`src/logic/sfl_pkg.sv`:
```
package sfl_pkg;

	// Line symbols; primitives travel with the k flag set
	typedef enum logic [3:0] {
		P_SYNC, P_X_RDY, P_R_RDY, P_SOF, P_R_IP, P_HOLD, P_HOLDA,
		P_DMAT, P_EOF, P_WTRM, P_R_OK, P_R_ERR
	} prim_t;

	localparam logic [31:0] CRC_SEED = 32'h52325032;
	localparam logic [31:0] CRC_POLY = 32'h04C11DB7;
	localparam int DW_CNT_W = 12;
	localparam logic [DW_CNT_W-1:0] MAX_FRAME_DW = 12'h810;
	localparam logic [DW_CNT_W-1:0] CNT_RESET = 12'h000;
	localparam logic [31:0] WORD_RESET = 32'h00000000;
	localparam logic [15:0] PAD_HALF = 16'h0000;

endpackage : sfl_pkg

```
`src/logic/sfl_link_if.sv`:
```
`timescale 1ns/1ps
interface sfl_link_if
	import sfl_pkg::*;
(
	input wire logic sys_clk,
	input wire logic nrst
);
	logic h2d_k;
	prim_t h2d_prim;
	logic [31:0] h2d_data;
	prim_t d2h_prim;

	modport host (
		output h2d_k,
		output h2d_prim,
		output h2d_data,
		input d2h_prim
	);

	modport dev (
		input h2d_k,
		input h2d_prim,
		input h2d_data,
		output d2h_prim
	);
endinterface : sfl_link_if

```
`src/logic/sfl_crc32.sv`:
```
`timescale 1ns/1ps
module sfl_crc32
	import sfl_pkg::*;
(
	input wire logic sys_clk,
	input wire logic nrst,
	input wire logic init,
	input wire logic en,
	input wire logic [31:0] data,
	output logic [31:0] crc_ff
);
	// Whole DWORD in one clock, MSB first
	function automatic logic [31:0] crc_step(input logic [31:0] c,
		input logic [31:0] d);
		logic [31:0] r;
		r = c;
		for (int i = 31; i >= 0; i--) begin
			if (r[31] ^ d[i]) begin
				r = {r[30:0], 1'b0} ^ CRC_POLY;
			end else begin
				r = {r[30:0], 1'b0};
			end
		end
		return r;
	endfunction : crc_step

	always_ff @(posedge sys_clk or negedge nrst) begin
		if (!nrst) begin
			crc_ff <= CRC_SEED;
		end else if (init) begin
			crc_ff <= CRC_SEED;
		end else if (en) begin
			crc_ff <= crc_step(crc_ff, data);
		end
	end
endmodule : sfl_crc32

```
`src/logic/sfl_dev_end.sv`:
```
`timescale 1ns/1ps
// What this block and sfl_host_end do together
// - Host repeats X_RDY, waits R_RDY before SOF
// - Device answers X_RDY with R_RDY until SOF
// - Device sends R_IP, stores DWORDs one behind
// - HOLD answered by HOLDA; data resumes R_IP
// - CRC is one DWORD before EOF
// - Host sends WTRM until result; R_OK delivered
// - After EOF check CRC, release, send R_OK
// - R_OK held until SYNC, then SYNC idle
// - Device may end DMA frame with DMAT
// - Host on DMAT sends CRC, EOF, WTRM
// - CRC covers data DWORDs, not primitives
// - CRC on unscrambled contents both ends
// - CRC per DWORD, odd half zero-padded
// - CRC sits on a DWORD boundary
// - CRC uses the 32-bit generator polynomial
// - CRC seeded 52325032h at each frame
// - Frame at most 2064 DWORDs, longer flagged
// - Failed check answers R_ERR instead
// - Idle link carries SYNC; handshake first
// - Host keeps WTRM awaiting R_OK or R_ERR
module sfl_dev_end
	import sfl_pkg::*;
(
	input wire logic sys_clk,
	input wire logic nrst,
	sfl_link_if.dev lnk,
	input wire logic dmat_req,
	output logic [31:0] rx_data_ff,
	output logic rx_valid_ff,
	output logic frame_ok_ff,
	output logic frame_err_ff,
	output logic too_long_ff
);
	typedef enum logic [2:0] {
		D_IDLE, D_RDY, D_RCV, D_HOLDA, D_CHK, D_GOOD, D_BAD
	} dev_state_t;

	dev_state_t state_ff;
	dev_state_t nxt_state;
	prim_t d2h_ff;
	prim_t nxt_d2h;
	logic dmat_sent_ff;
	logic [31:0] pend_ff;
	logic pend_vld_ff;
	logic [DW_CNT_W-1:0] cnt_ff;
	logic [31:0] crc_ff;
	logic in_frame;
	logic word_in;
	logic sof_in;
	logic crc_good;

	assign lnk.d2h_prim = d2h_ff;

	assign in_frame = (state_ff == D_RCV) || (state_ff == D_HOLDA);
	// Primitives inside the frame never reach the CRC
	assign word_in = in_frame && !lnk.h2d_k;
	assign sof_in = (state_ff == D_RDY) && lnk.h2d_k &&
		(lnk.h2d_prim == P_SOF);
	// The last stored DWORD before EOF is the CRC itself
	assign crc_good = pend_vld_ff && (crc_ff == pend_ff) &&
		!too_long_ff;

	sfl_crc32 u_crc (
		.sys_clk(sys_clk),
		.nrst(nrst),
		.init(sof_in),
		.en(word_in && pend_vld_ff),
		.data(pend_ff),
		.crc_ff(crc_ff)
	);

	always_comb begin
		nxt_state = state_ff;
		case (state_ff)
			D_IDLE: begin
				if (lnk.h2d_k && lnk.h2d_prim == P_X_RDY) begin
					nxt_state = D_RDY;
				end
			end
			D_RDY: begin
				if (lnk.h2d_k && lnk.h2d_prim == P_SOF) begin
					nxt_state = D_RCV;
				end else if (lnk.h2d_k && lnk.h2d_prim == P_SYNC) begin
					// Host withdrew its request before the frame began
					nxt_state = D_IDLE;
				end
			end
			D_RCV, D_HOLDA: begin
				if (!lnk.h2d_k) begin
					nxt_state = D_RCV;
				end else if (lnk.h2d_prim == P_HOLD) begin
					nxt_state = D_HOLDA;
				end else if (lnk.h2d_prim == P_EOF) begin
					nxt_state = D_CHK;
				end else if (lnk.h2d_prim == P_SYNC) begin
					// Host abort drops the frame
					nxt_state = D_IDLE;
				end
			end
			D_CHK: begin
				nxt_state = crc_good ? D_GOOD : D_BAD;
			end
			D_GOOD, D_BAD: begin
				if (lnk.h2d_k && lnk.h2d_prim == P_SYNC) begin
					nxt_state = D_IDLE;
				end
			end
			default: nxt_state = D_IDLE;
		endcase
	end

	always_comb begin
		case (nxt_state)
			D_IDLE: nxt_d2h = P_SYNC;
			D_RDY: nxt_d2h = P_R_RDY;
			D_RCV: begin
				// One DMAT per frame, only once payload is flowing
				if (dmat_req && !dmat_sent_ff && state_ff == D_RCV) begin
					nxt_d2h = P_DMAT;
				end else begin
					nxt_d2h = P_R_IP;
				end
			end
			D_HOLDA: nxt_d2h = P_HOLDA;
			// One compare cycle; R_IP tells the host the verdict is pending
			D_CHK: nxt_d2h = P_R_IP;
			D_GOOD: nxt_d2h = P_R_OK;
			D_BAD: nxt_d2h = P_R_ERR;
			default: nxt_d2h = P_SYNC;
		endcase
	end

	// The line symbol is registered so the host sees a clean primitive
	always_ff @(posedge sys_clk or negedge nrst) begin
		if (!nrst) begin
			state_ff <= D_IDLE;
			d2h_ff <= P_SYNC;
		end else begin
			state_ff <= nxt_state;
			d2h_ff <= nxt_d2h;
		end
	end

	// Remembers the one DMAT allowed per frame until the frame ends
	always_ff @(posedge sys_clk or negedge nrst) begin
		if (!nrst) begin
			dmat_sent_ff <= 1'b0;
		end else if (nxt_d2h == P_DMAT) begin
			dmat_sent_ff <= 1'b1;
		end else if (nxt_state != D_RCV && nxt_state != D_HOLDA) begin
			dmat_sent_ff <= 1'b0;
		end
	end

	// Each DWORD is held back one slot so the CRC is never released
	always_ff @(posedge sys_clk or negedge nrst) begin
		if (!nrst) begin
			pend_ff <= WORD_RESET;
			pend_vld_ff <= 1'b0;
			rx_data_ff <= WORD_RESET;
			rx_valid_ff <= 1'b0;
		end else begin
			rx_valid_ff <= 1'b0;
			if (sof_in) begin
				pend_vld_ff <= 1'b0;
			end else if (word_in) begin
				pend_ff <= lnk.h2d_data;
				pend_vld_ff <= 1'b1;
				if (pend_vld_ff) begin
					rx_data_ff <= pend_ff;
					rx_valid_ff <= 1'b1;
				end
			end
		end
	end

	// The count stops at the limit; later words still pass upward, but
	// the frame can then only end in R_ERR
	always_ff @(posedge sys_clk or negedge nrst) begin
		if (!nrst) begin
			cnt_ff <= CNT_RESET;
			too_long_ff <= 1'b0;
		end else if (sof_in) begin
			cnt_ff <= CNT_RESET;
			too_long_ff <= 1'b0;
		end else if (word_in) begin
			if (cnt_ff == MAX_FRAME_DW) begin
				too_long_ff <= 1'b1;
			end else begin
				cnt_ff <= cnt_ff + 1'b1;
			end
		end
	end

	// Result pulses rise with the first R_OK or R_ERR, so the upper layer
	// owns the frame before the host can hear the verdict
	always_ff @(posedge sys_clk or negedge nrst) begin
		if (!nrst) begin
			frame_ok_ff <= 1'b0;
			frame_err_ff <= 1'b0;
		end else begin
			frame_ok_ff <= (state_ff == D_CHK) && crc_good;
			frame_err_ff <= (state_ff == D_CHK) && !crc_good;
		end
	end
endmodule : sfl_dev_end

```
`src/flat_wrapper.sv`:
```
// flat-port wrapper written by rule: the top's interface ports become plain ports
module sfl_dev_end_flat import sfl_pkg::*;
  (sys_clk, nrst, dmat_req, rx_data_ff, rx_valid_ff, frame_ok_ff, frame_err_ff, too_long_ff, lnk_h2d_k, lnk_h2d_prim, lnk_h2d_data, lnk_d2h_prim);
  sfl_link_if lnk_i (.sys_clk(sys_clk), .nrst(nrst));
  input wire logic sys_clk;
  input wire logic nrst;
  input wire logic dmat_req;
  output logic [31:0] rx_data_ff;
  output logic rx_valid_ff;
  output logic frame_ok_ff;
  output logic frame_err_ff;
  output logic too_long_ff;
  input wire logic [$bits(lnk_i.h2d_k)-1:0] lnk_h2d_k;
  input wire logic [$bits(lnk_i.h2d_prim)-1:0] lnk_h2d_prim;
  input wire logic [$bits(lnk_i.h2d_data)-1:0] lnk_h2d_data;
  output wire logic [$bits(lnk_i.d2h_prim)-1:0] lnk_d2h_prim;
  assign lnk_i.h2d_k = lnk_h2d_k;
  assign lnk_i.h2d_prim = lnk_h2d_prim;
  assign lnk_i.h2d_data = lnk_h2d_data;
  assign lnk_d2h_prim = lnk_i.d2h_prim;
  sfl_dev_end u_core (.sys_clk(sys_clk), .nrst(nrst), .lnk(lnk_i), .dmat_req(dmat_req), .rx_data_ff(rx_data_ff), .rx_valid_ff(rx_valid_ff), .frame_ok_ff(frame_ok_ff), .frame_err_ff(frame_err_ff), .too_long_ff(too_long_ff));
endmodule
```
`config.mk`:
```
export PLATFORM = sky130hd
export DESIGN_NAME = sfl_dev_end_flat
export DESIGN_NICKNAME = d
export VERILOG_FILES = /design/src/logic/sfl_pkg.sv /design/src/logic/sfl_link_if.sv /design/src/logic/sfl_crc32.sv /design/src/logic/sfl_dev_end.sv /design/src/flat_wrapper.sv
export SDC_FILE = /design/constraint.sdc
export NUM_CORES = 1
export LEC_CHECK = 0
export ABC_AREA = 1
export BUFFER_PORTS_ARGS = -buffer_cell sky130_fd_sc_hd__buf_2
export CAP_MARGIN = 20
export CORE_UTILIZATION = 50
export DETAILED_ROUTE_END_ITERATION = 12
export PLACE_DENSITY = 0.71
export RECOVER_POWER = 100
export SLEW_MARGIN = 40
export SYNTH_ARGS = -nofsm -noshare
export SYNTH_HDL_FRONTEND = slang
export SYNTH_SLANG_ARGS = --single-unit
```
`constraint.sdc`:
```
create_clock -name sys_clk -period 5.2 [get_ports sys_clk]
set_clock_uncertainty 0.1 [all_clocks]
set_input_delay 0.52 -clock sys_clk [delete_from_list [all_inputs] [get_ports sys_clk]]
set_output_delay 0.52 -clock sys_clk [all_outputs]
set_load 0.01 [all_outputs]
```
==> run metrics, run 1 <==
Initial Util=0.512; WP data required=5.39 ns; Syn Std Cell Area=0.0100 mm^2; CTS Buf Count=17; DRT iter0 DRCs=863; crit share post-route=0.838; post-synth net total=1536; cts hold-fix bufs=0; Port Buffer Count=79; CP max FO=11; Synth top area share=0.274; chip width=144 um; fin. max-slew vios=116; Reg2Reg Capture Point=u_core.u_crc.crc_ff[22]; sequential fraction of the synthesis area=0.303; Detailed Route WL=35.7 mm; layout cells sized above 1=0.158; slew margin rel.=-0.784; post-cts resize count=0; failing checks=max-capacitance violations, max-slew violations; final setup fails=0; Avg Cell Area, Syn=6.73 um^2; Final nets=1618; Placer Congestion=1.02; Die ar.=0.0206 mm^2; Setup TNS Final=0 ns; Max-cap violations=2; Clock Pin Slew Worst Setup and Hold Paths=0.07 ns; Die H=144 um; status=complete, but fails checks; first-pass GRT wire length=53.0 mm; core area=0.0196 mm^2; largest cells by area after synthesis=dfrtp_1 (27%), nand2_1 (21%), nand3_1 (7.7%); cell accounting for the most synthesized area=dfrtp_1; Yosys cell types=45; CP Launch Type=flip-flop; I/O Pins=80; Post-CTS Setup Bufs=0; RSZ-0062 raised after global routing=no; drt first pass iters=6; Worst-Margin Slew=2.68 ns; Syn. warnings=0; CP Capture Type=flip-flop; crit path time final=4.36 ns; total gr overflow=0; clk_lat worst skew=0.44 ns; initial antenna violation count=0; Syn Inst Count=1491; type of the tightest min-delay check=in -> async; critical path class=reg -> reg; Residual DRC=0; Rows=51; placed wire-length estimate=28.3 mm; routed via count=10100; Root Driver=clkbuf_16; area growth from synthesis to layout=11.2%; drt wl/cell=19.3 um; #FFs+latches synth=121; CTS tree=done; vias per cell=5.47; clk sinks=121; Post-synth EDFFs=0; Critical R2R Launch=u_core.u_crc.crc_ff[31]; commonest cells in the netlist=nand2_1 (560), nand3_1 (154), inv_1 (141); WP data arrival=4.55 ns; Top FF cell, synth=dfrtp_1; depth of the CTS H-tree=4; Async SR Flop Fraction=1.00; non-filler cells, final=1851; hold slack=0.00646 ns; FF-to-FF setup slack=0.84 ns; Reg2Reg Depth=21; CTS max path bufs=2; ANT cells=0; post-route antenna net violation count=0; GRT Total Usage=0.357; placed insts=1819; most frequent cell after synthesis=nand2_1; Final Hold Vio Count=0; largest net degree at the start of global routing=74; vias in the first global route=9023; Fmax achieved=0.229 GHz
-- cells in the final DEF, fill, tap and decap left out, types with 3 or more instances in the layout --
| cell type | instances |
|---|---|
| nand2_1 | 567 |
| nand3_1 | 155 |
| inv_1 | 142 |
| dfrtp_1 | 110 |
| xor2_1 | 90 |
| o21ai_0 | 83 |
| nand2_2 | 75 |
| clkbuf_1 | 43 |
| nor2_1 | 39 |
| buf_2 | 38 |
| nand2_4 | 29 |
| inv_2 | 27 |
| clkbuf_16 | 17 |
| xnor2_1 | 16 |
| a21oi_1 | 13 |
| nand3_2 | 12 |
| nand4_1 | 11 |
| dfstp_2 | 11 |
| nor3_1 | 10 |
| o21ai_1 | 9 |
| o22ai_1 | 9 |
| or2_2 | 7 |
| inv_8 | 6 |
| nand3b_1 | 5 |
| inv_4 | 5 |
| ha_1 | 5 |
| a22oi_1 | 4 |
| nor4_1 | 4 |
| inv_6 | 4 |
| nand3_4 | 3 |
| nand2_8 | 3 |
| a221oi_1 | 3 |
| o311ai_0 | 3 |
| nor2_2 | 3 |
| buf_4 | 3 |
-- stage by stage --
stage,worst slack [ns],utilization,cell area [um^2]
3_3_place_gp,1.56,0.547,10700
6_report,0.840,0.570,11200
2_1_floorplan,2.42,-,10000
5_1_grt,0.603,0.570,11200
4_1_cts,1.53,0.578,11300
3_5_place_dp,1.55,0.548,10700
-- sequential cells by signal (all words and copies together), names as in the netlist, 3 cells and up --
register             cells
u_core.cnt_ff           12
u_core.lnk.d2h_prim      4
u_core.pend_ff          32
u_core.rx_data_ff       32
u_core.state_ff          3
u_core.u_crc.crc_ff     32
-- metal layers --
layer,global-route usage,up-vias,part of all wire,wire length [um]
met1,0.486,4795,0.45,15900
li1,-,4879,-,-
met2,0.558,381,0.45,16000
met3,0.0700,68,0.075,2670
met5,0,-,0,0
met4,0.134,0,0.032,1160
-- logic make-up after synthesis --
kind of cell / share of synthesized area
flip-flops: 0.303
adder cells (fa/ha/maj): 0.00624
buffers and inverters: 0.0759
XOR/XNOR: 0.104
AO/OA/AOI/OAI: 0.0710
AND/OR/NAND/NOR: 0.439
-- worst max-delay path, stage by stage, from the launching register on --
cell,delay [ns]
dfrtp_1,0.40
inv_1,0.10
nand2_1,0.09
nand2_1,0.45
nand2_1,0.12
nand2_1,0.38
nand3_1,0.22
nand2_1,0.17
nand2_1,0.08
nand2_2,0.13
nand2_1,0.10
nand2_1,0.19
xor2_1,0.43
nand2_2,0.10
nand3_1,0.09
nand2_1,0.08
clkinv_1,0.05
nand3_1,0.10
nand2_4,0.20
nor2_1,0.14
o21ai_1,0.36
o21ai_1,0.11
-- how the worst max path moves through the flow --
stage                                       start                       to  slack (ns)
after floorplan           u_core.u_crc.crc_ff[30]  u_core.u_crc.crc_ff[16]        2.42
after global placement    u_core.u_crc.crc_ff[31]  u_core.u_crc.crc_ff[26]        1.56
after detailed placement  u_core.u_crc.crc_ff[31]  u_core.u_crc.crc_ff[14]        1.55
after CTS                 u_core.u_crc.crc_ff[31]  u_core.u_crc.crc_ff[14]        1.53
after global routing      u_core.u_crc.crc_ff[31]  u_core.u_crc.crc_ff[18]        0.60
final                     u_core.u_crc.crc_ff[31]  u_core.u_crc.crc_ff[22]        0.84
-- area by class of cell --
| type | count | area, um^2 |
|---|---|---|
| clock buffer | 17 | 425 |
| clock inverter | 15 | 173 |
| fill | 1978 | 8430 |
| inverter | 175 | 669 |
| multi-input combinational | 1173 | 6130 |
| sequential | 121 | 3040 |
| tap | 265 | 332 |
| timing repair buffer | 85 | 385 |
Power of run 1 is not shown: default switching activity piles up to over one toggle a cycle in this logic, so the estimate is an artifact.
==> run 2: changes to the inputs <==
--- a/config.mk
+++ b/config.mk
@@ -5,12 +5,12 @@
 export SDC_FILE = /design/constraint.sdc
 export NUM_CORES = 1
 export LEC_CHECK = 0
-export ABC_AREA = 1
+export ABC_AREA = 0
 export BUFFER_PORTS_ARGS = -buffer_cell sky130_fd_sc_hd__buf_2
 export CAP_MARGIN = 20
 export CORE_UTILIZATION = 50
 export DETAILED_ROUTE_END_ITERATION = 12
-export PLACE_DENSITY = 0.71
+export PLACE_DENSITY = 0.75
 export RECOVER_POWER = 100
 export SLEW_MARGIN = 40
 export SYNTH_ARGS = -nofsm -noshare
==> constraint.sdc (replaced) <==
create_clock -name sys_clk -period 3.72 [get_ports sys_clk]
set_clock_uncertainty 0.1 [all_clocks]
set_input_delay 0.372 -clock sys_clk [delete_from_list [all_inputs] [get_ports sys_clk]]
set_output_delay 0.372 -clock sys_clk [all_outputs]
set_load 0.01 [all_outputs]
==> run metrics, run 2 <==
clk sinks=121; area growth from synthesis to layout=22.5%; WP data arrival=3.85 ns; Placer Congestion=1.01; cell accounting for the most synthesized area=dfrtp_1; hold depth=2; CP Launch Type=flip-flop; CP max stage delay=0.61 ns; crit path time final=3.61 ns; Async SR Flop Fraction=1.00; leading cell type in the layout, fill and taps excluded=xnor2_1; CP max FO=4; Reg2Reg Depth=11; Syn Inst Count=712; Initial Util=0.521; Avg Cell Area, Syn=11.3 um^2; ANT cells=0; largest cells by area after synthesis=dfrtp_1 (34%), xnor2_1 (16%), xnor3_1 (9.0%); most frequent cell after synthesis=xnor2_1; Die H=129 um; sequential fraction of the synthesis area=0.379; clk_lat worst skew=0.42 ns; CTS Buf Count=17; total gr overflow=0; top flop regs=u_core.pend_ff x32, u_core.rx_data_ff x32, u_core.u_crc.crc_ff x32; Synth top area share=0.343; Reg2Reg Capture Point=u_core.u_crc.crc_ff[14]; DRT iter0 DRCs=384; Detailed Route WL=20.4 mm; failing checks=max-capacitance violations, max-slew violations; Syn. warnings=0; Rows=45; Fmax achieved=0.277 GHz; Top FF cell, synth=dfrtp_1; post-synth net total=757; Final Hold Vio Count=0; drt first pass iters=5; CP Capture Type=flip-flop; drt wl/cell=18.9 um; vias in the first global route=5835; hold_sp=lnk_h2d_data[24]; depth of the CTS H-tree=4; Setup TNS Final=0 ns; Worst-Margin Slew=1.61 ns; slew margin rel.=-0.0708; Top delay family on crit path=XOR/XNOR gates; Post-synth EDFFs=0; Final nets=898; core area=0.0154 mm^2; CTS max path bufs=2; Residual DRC=0; fin. max-slew vios=122; critical path class=reg -> reg; Critical Path Most Common Cell=xnor2_1; final setup fails=0; Yosys cell types=48; most frequent cells in the layout=xnor2_1 (142), nand2_1 (126), dfrtp_1 (110); crit share post-route=0.970; layout cells sized above 1=0.268; I/O Pins=80; post-route antenna net violation count=0; initial antenna violation count=0; status=complete, but fails checks; Buf/Inv on CP=2; largest net degree at the start of global routing=122; routed via count=5604; #FFs+latches synth=121; Max-cap violations=1; Root Driver=clkbuf_16; Clock Pin Slew Worst Setup and Hold Paths=0.06 ns; type of the tightest min-delay check=in -> reg; vias per cell=5.20; WP data required=3.97 ns; WHS Endpoint=u_core.pend_ff[24]; chip width=129 um; Die ar.=0.0166 mm^2; RSZ-0062 raised after global routing=yes; Syn Std Cell Area=0.00803 mm^2; Crit-path slowest cell=xnor3_1; CTS tree=done; commonest cells in the netlist=xnor2_1 (150), nand2_1 (127), dfrtp_1 (110); FF-to-FF setup slack=0.11 ns; placed wire-length estimate=15.0 mm; first-pass GRT wire length=32.5 mm; Port Buffer Count=79; GRT Total Usage=0.267; Critical R2R Launch=u_core.pend_ff[16]; worst-path cell chain=xnor2_1, buf_4, xnor2_1, xnor2_1, xnor3_1, xnor2_2, buf_4, xnor2_1, xnor2_1, xnor3_1, o21ai_1
==> run 2: changes by cell type after synthesis, sizes merged, moves of 37 or more <==
cell,delta
nand2,-547
inv,-164
nand3,-164
xnor2,+157
o21ai,-70
xor2,-38
xnor3,+37
==> run 2: cell families after synthesis <==
family / after synthesis / share of synthesized area
AOI/OAI and AO/OA: 57 / 0.0438
xor gates and xnor gates: 269 / 0.406
buffers and inverters: 32 / 0.0150
adders and majority gates: 5 / 0.00779
muxes: 32 / 0.0449
DFF: 121 / 0.379
and+or+nand+nor: 196 / 0.104
==> run 2: what timing repair did <==
item | in CTS | in global routing
gates resized for setup | 3 | 14
gates cloned | 0 | 0
hold endpoints to repair | 87 | 0
buffers inserted | 0 | 1
setup endpoints to repair | 5 | 13
pin swaps | 0 | 4
hold buffers | 1 | 0
==> run 2: metrics by stage <==
step	cells	cell area [um^2]	worst slack (ns)	utilization	hold WS, ns
2_1_floorplan	712	8030	0.113	-	-0.0236
3_3_place_gp	1043	9110	0.0672	0.591	0.353
3_5_place_dp	1043	9110	-0.0558	0.591	0.357
4_1_cts	1076	9810	0.00391	0.636	0.0747
5_1_grt	1077	9840	-0.00764	0.638	0.0759
6_report	1077	9840	0.111	0.638	0.0844
==> run 2: worst max path at each step <==
stage,from,end,slack (ns),cells past startpoint
detailed placement,u_core.pend_ff[21],u_core.u_crc.crc_ff[14],-0.06,11
floorplan,u_core.pend_ff[22],u_core.u_crc.crc_ff[10],0.11,9
global placement,u_core.pend_ff[12],u_core.u_crc.crc_ff[10],0.07,10
CTS,u_core.pend_ff[23],u_core.u_crc.crc_ff[9],0.004,11
global route,u_core.u_crc.crc_ff[28],u_core.u_crc.crc_ff[24],-0.008,11
finish,u_core.pend_ff[16],u_core.u_crc.crc_ff[14],0.11,11
==> run 2: per-layer routing <==
| layer | GRT usage | share of wire | vias up |
|---|---|---|---|
| met5 | 0 | 0 | - |
| met1 | 0.361 | 0.44 | 2730 |
| met3 | 0.0557 | 0.070 | 34 |
| li1 | - | - | 2621 |
| met4 | 0.104 | 0.023 | 0 |
| met2 | 0.421 | 0.47 | 219 |
==> run 2: final cells by class <==
cell class	instances	area (um^2)
well taps	211	264
multi-input cells	559	5010
fillers	1249	5590
inverters	10	37.5
clock inverters	10	189
flip-flops and latches	121	3040
repair buffers	144	830
clock buffers	22	474
==> run 2: worst register-to-register path, stage by stage (launching register included) <==
cell and delay, ns:
dfrtp_1 0.40, xnor2_1 0.21, buf_4 0.18, xnor2_1 0.50, xnor2_1 0.20, xnor3_1 0.61, xnor2_2 0.22, buf_4 0.18
xnor2_1 0.26, xnor2_1 0.22, xnor3_1 0.29, o21ai_1 0.17
Power of run 2 is left out for the same reason.
==> run 3: changes to the inputs <==
--- a/config.mk
+++ b/config.mk
@@ -8,10 +8,10 @@
 export ABC_AREA = 0
 export BUFFER_PORTS_ARGS = -buffer_cell sky130_fd_sc_hd__buf_2
 export CAP_MARGIN = 20
+export CORE_ASPECT_RATIO = 0.7
 export CORE_UTILIZATION = 50
 export DETAILED_ROUTE_END_ITERATION = 12
 export PLACE_DENSITY = 0.75
-export RECOVER_POWER = 100
 export SLEW_MARGIN = 40
 export SYNTH_ARGS = -nofsm -noshare
 export SYNTH_HDL_FRONTEND = slang
==> run metrics, run 3 (synthesized netlist as in run 2, its figures left out) <==
status=completed; top sig layer=met4; critical path class=reg -> reg; DRT iter0 DRCs=421; type of the tightest min-delay check=in -> reg; CP max stage delay=0.47 ns; crit share post-route=0.982; placed inst area=0.00913 mm^2; Placer Congestion=0.973; Top delay family on crit path=XOR/XNOR gates; final core occ=0.642; Detailed Route WL=21.7 mm; clk sinks=121; I/O Pins=80; design area=0.0100 mm^2; largest net degree at the start of global routing=71; Initial Util=0.515; met2 WL=9.48 mm; area growth from synthesis to layout=24.6%; drt wl/cell=20.0 um; CTS Buf Count=17; layout cells sized above 1=0.341; Reg2Reg Capture Point=u_core.u_crc.crc_ff[7]; layout filler cell count=1166; CTS tree=done; Residual DRC=0; Buf/Inv on CP=6; most frequent cells in the layout=xnor2_1 (141), nand2_1 (126), dfrtp_1 (110); WP data arrival=3.85 ns; Die ar.=0.0166 mm^2; CP Capture Type=flip-flop; Clock Pin Slew Worst Setup and Hold Paths=0.06 ns; Die H=108 um; hold slack=0.0920 ns; Final Hold Vio Count=0; Critical Path Most Common Cell=buf_4; GRT Total Usage=0.274; Critical R2R Launch=u_core.pend_ff[29]; Worst-Margin Slew=0.740 ns; Met1 Wirelength=10.2 mm; chip width=153 um; final setup fails=0; CP max FO=5; Root Driver=clkbuf_16; vias per cell=5.38; hold_sp=lnk_h2d_data[3]; vias in the first global route=5922; placed wire-length estimate=15.7 mm; total gr overflow=0; Setup TNS Final=0 ns; Rows=38; core area=0.0156 mm^2; depth of the CTS H-tree=4; crit path time final=3.65 ns; Port Buffer Count=79; WHS Endpoint=u_core.pend_ff[3]; wire length on met3=1.71 mm; Final nets=913; hold depth=2; initial antenna violation count=1; Crit-path slowest cell=xnor3_2; clk_lat worst skew=0.41 ns; Setup crit start=u_core.pend_ff[29]; first-pass GRT wire length=33.9 mm; WP data required=3.91 ns; fin. max-slew vios=0; top flop regs=u_core.pend_ff x32, u_core.rx_data_ff x32, u_core.u_crc.crc_ff x32; FF-to-FF setup slack=0.07 ns; drt first pass iters=5; routed via count=5819; RSZ-0062 raised after global routing=yes; Fmax achieved=0.274 GHz; Max-cap violations=0; leading cell type in the layout, fill and taps excluded=xnor2_1; slew margin rel.=0.507; CTS max path bufs=2; worst-path cell chain=xor2_2, buf_4, inv_2, buf_4, xnor3_2, xor2_2, buf_4, xor2_1, buf_4, xnor3_2, xor2_1, buf_4, xnor3_1, a22o_1; Reg2Reg Depth=14; CP Launch Type=flip-flop; post-route antenna net violation count=0
run 3: routing by layer:
layer,up-vias,track usage
li1,2660,-
met1,2909,0.407
met3,22,0.0641
met4,0,0.0600
met5,-,0
met2,228,0.408
run 3: stage by stage:
stage / setup WS (ns) / std cells
detailed placement: 0.0210 / 1035
global placement: 0.0452 / 1035
finish: 0.0678 / 1082
floorplan: 0.113 / 712
global route: -0.0695 / 1081
CTS: 0.00734 / 1068
run 3: what timing repair did:
item	in CTS	in global routing
buffers inserted	0	13
hold buffers	1	0
cloned	0	0
endpoints found under the setup margin	4	17
endpoints found under the hold margin	50	0
resized for setup	3	21
pin swaps	0	12
run 3: final cells by class:
type                       count  area (um^2)  share of cell area
clock inverter                15          190              0.0190
sequential                   121         3040               0.304
timing repair buffer         159         1010               0.101
multi-input combinational    559         5050               0.504
inverter                      10         37.5             0.00375
clock buffer                  17          425              0.0425
antenna                        1         2.50            0.000250
tap                          200          250              0.0250
run 3: worst max path at each step:
| stage | end | cells past startpoint | slack (ns) |
|---|---|---|---|
| CTS | u_core.u_crc.crc_ff[11] | 11 | 0.007 |
| floorplan | u_core.u_crc.crc_ff[10] | 9 | 0.11 |
| finish | u_core.u_crc.crc_ff[7] | 14 | 0.07 |
| global placement | u_core.u_crc.crc_ff[6] | 9 | 0.05 |
| detailed placement | u_core.u_crc.crc_ff[17] | 9 | 0.02 |
| global route | u_core.u_crc.crc_ff[17] | 11 | -0.07 |
run 3: worst register-to-register path, stage by stage (launching register included):
cell and delay, ns:
dfrtp_1 0.42, xor2_2 0.18, buf_4 0.17, inv_2 0.08, buf_4 0.14, xnor3_2 0.47
xor2_2 0.24, buf_4 0.15, xor2_1 0.19, buf_4 0.18, xnor3_2 0.34, xor2_1 0.19
buf_4 0.17, xnor3_1 0.34, a22o_1 0.18
Power of run 3 is left out for the same reason.
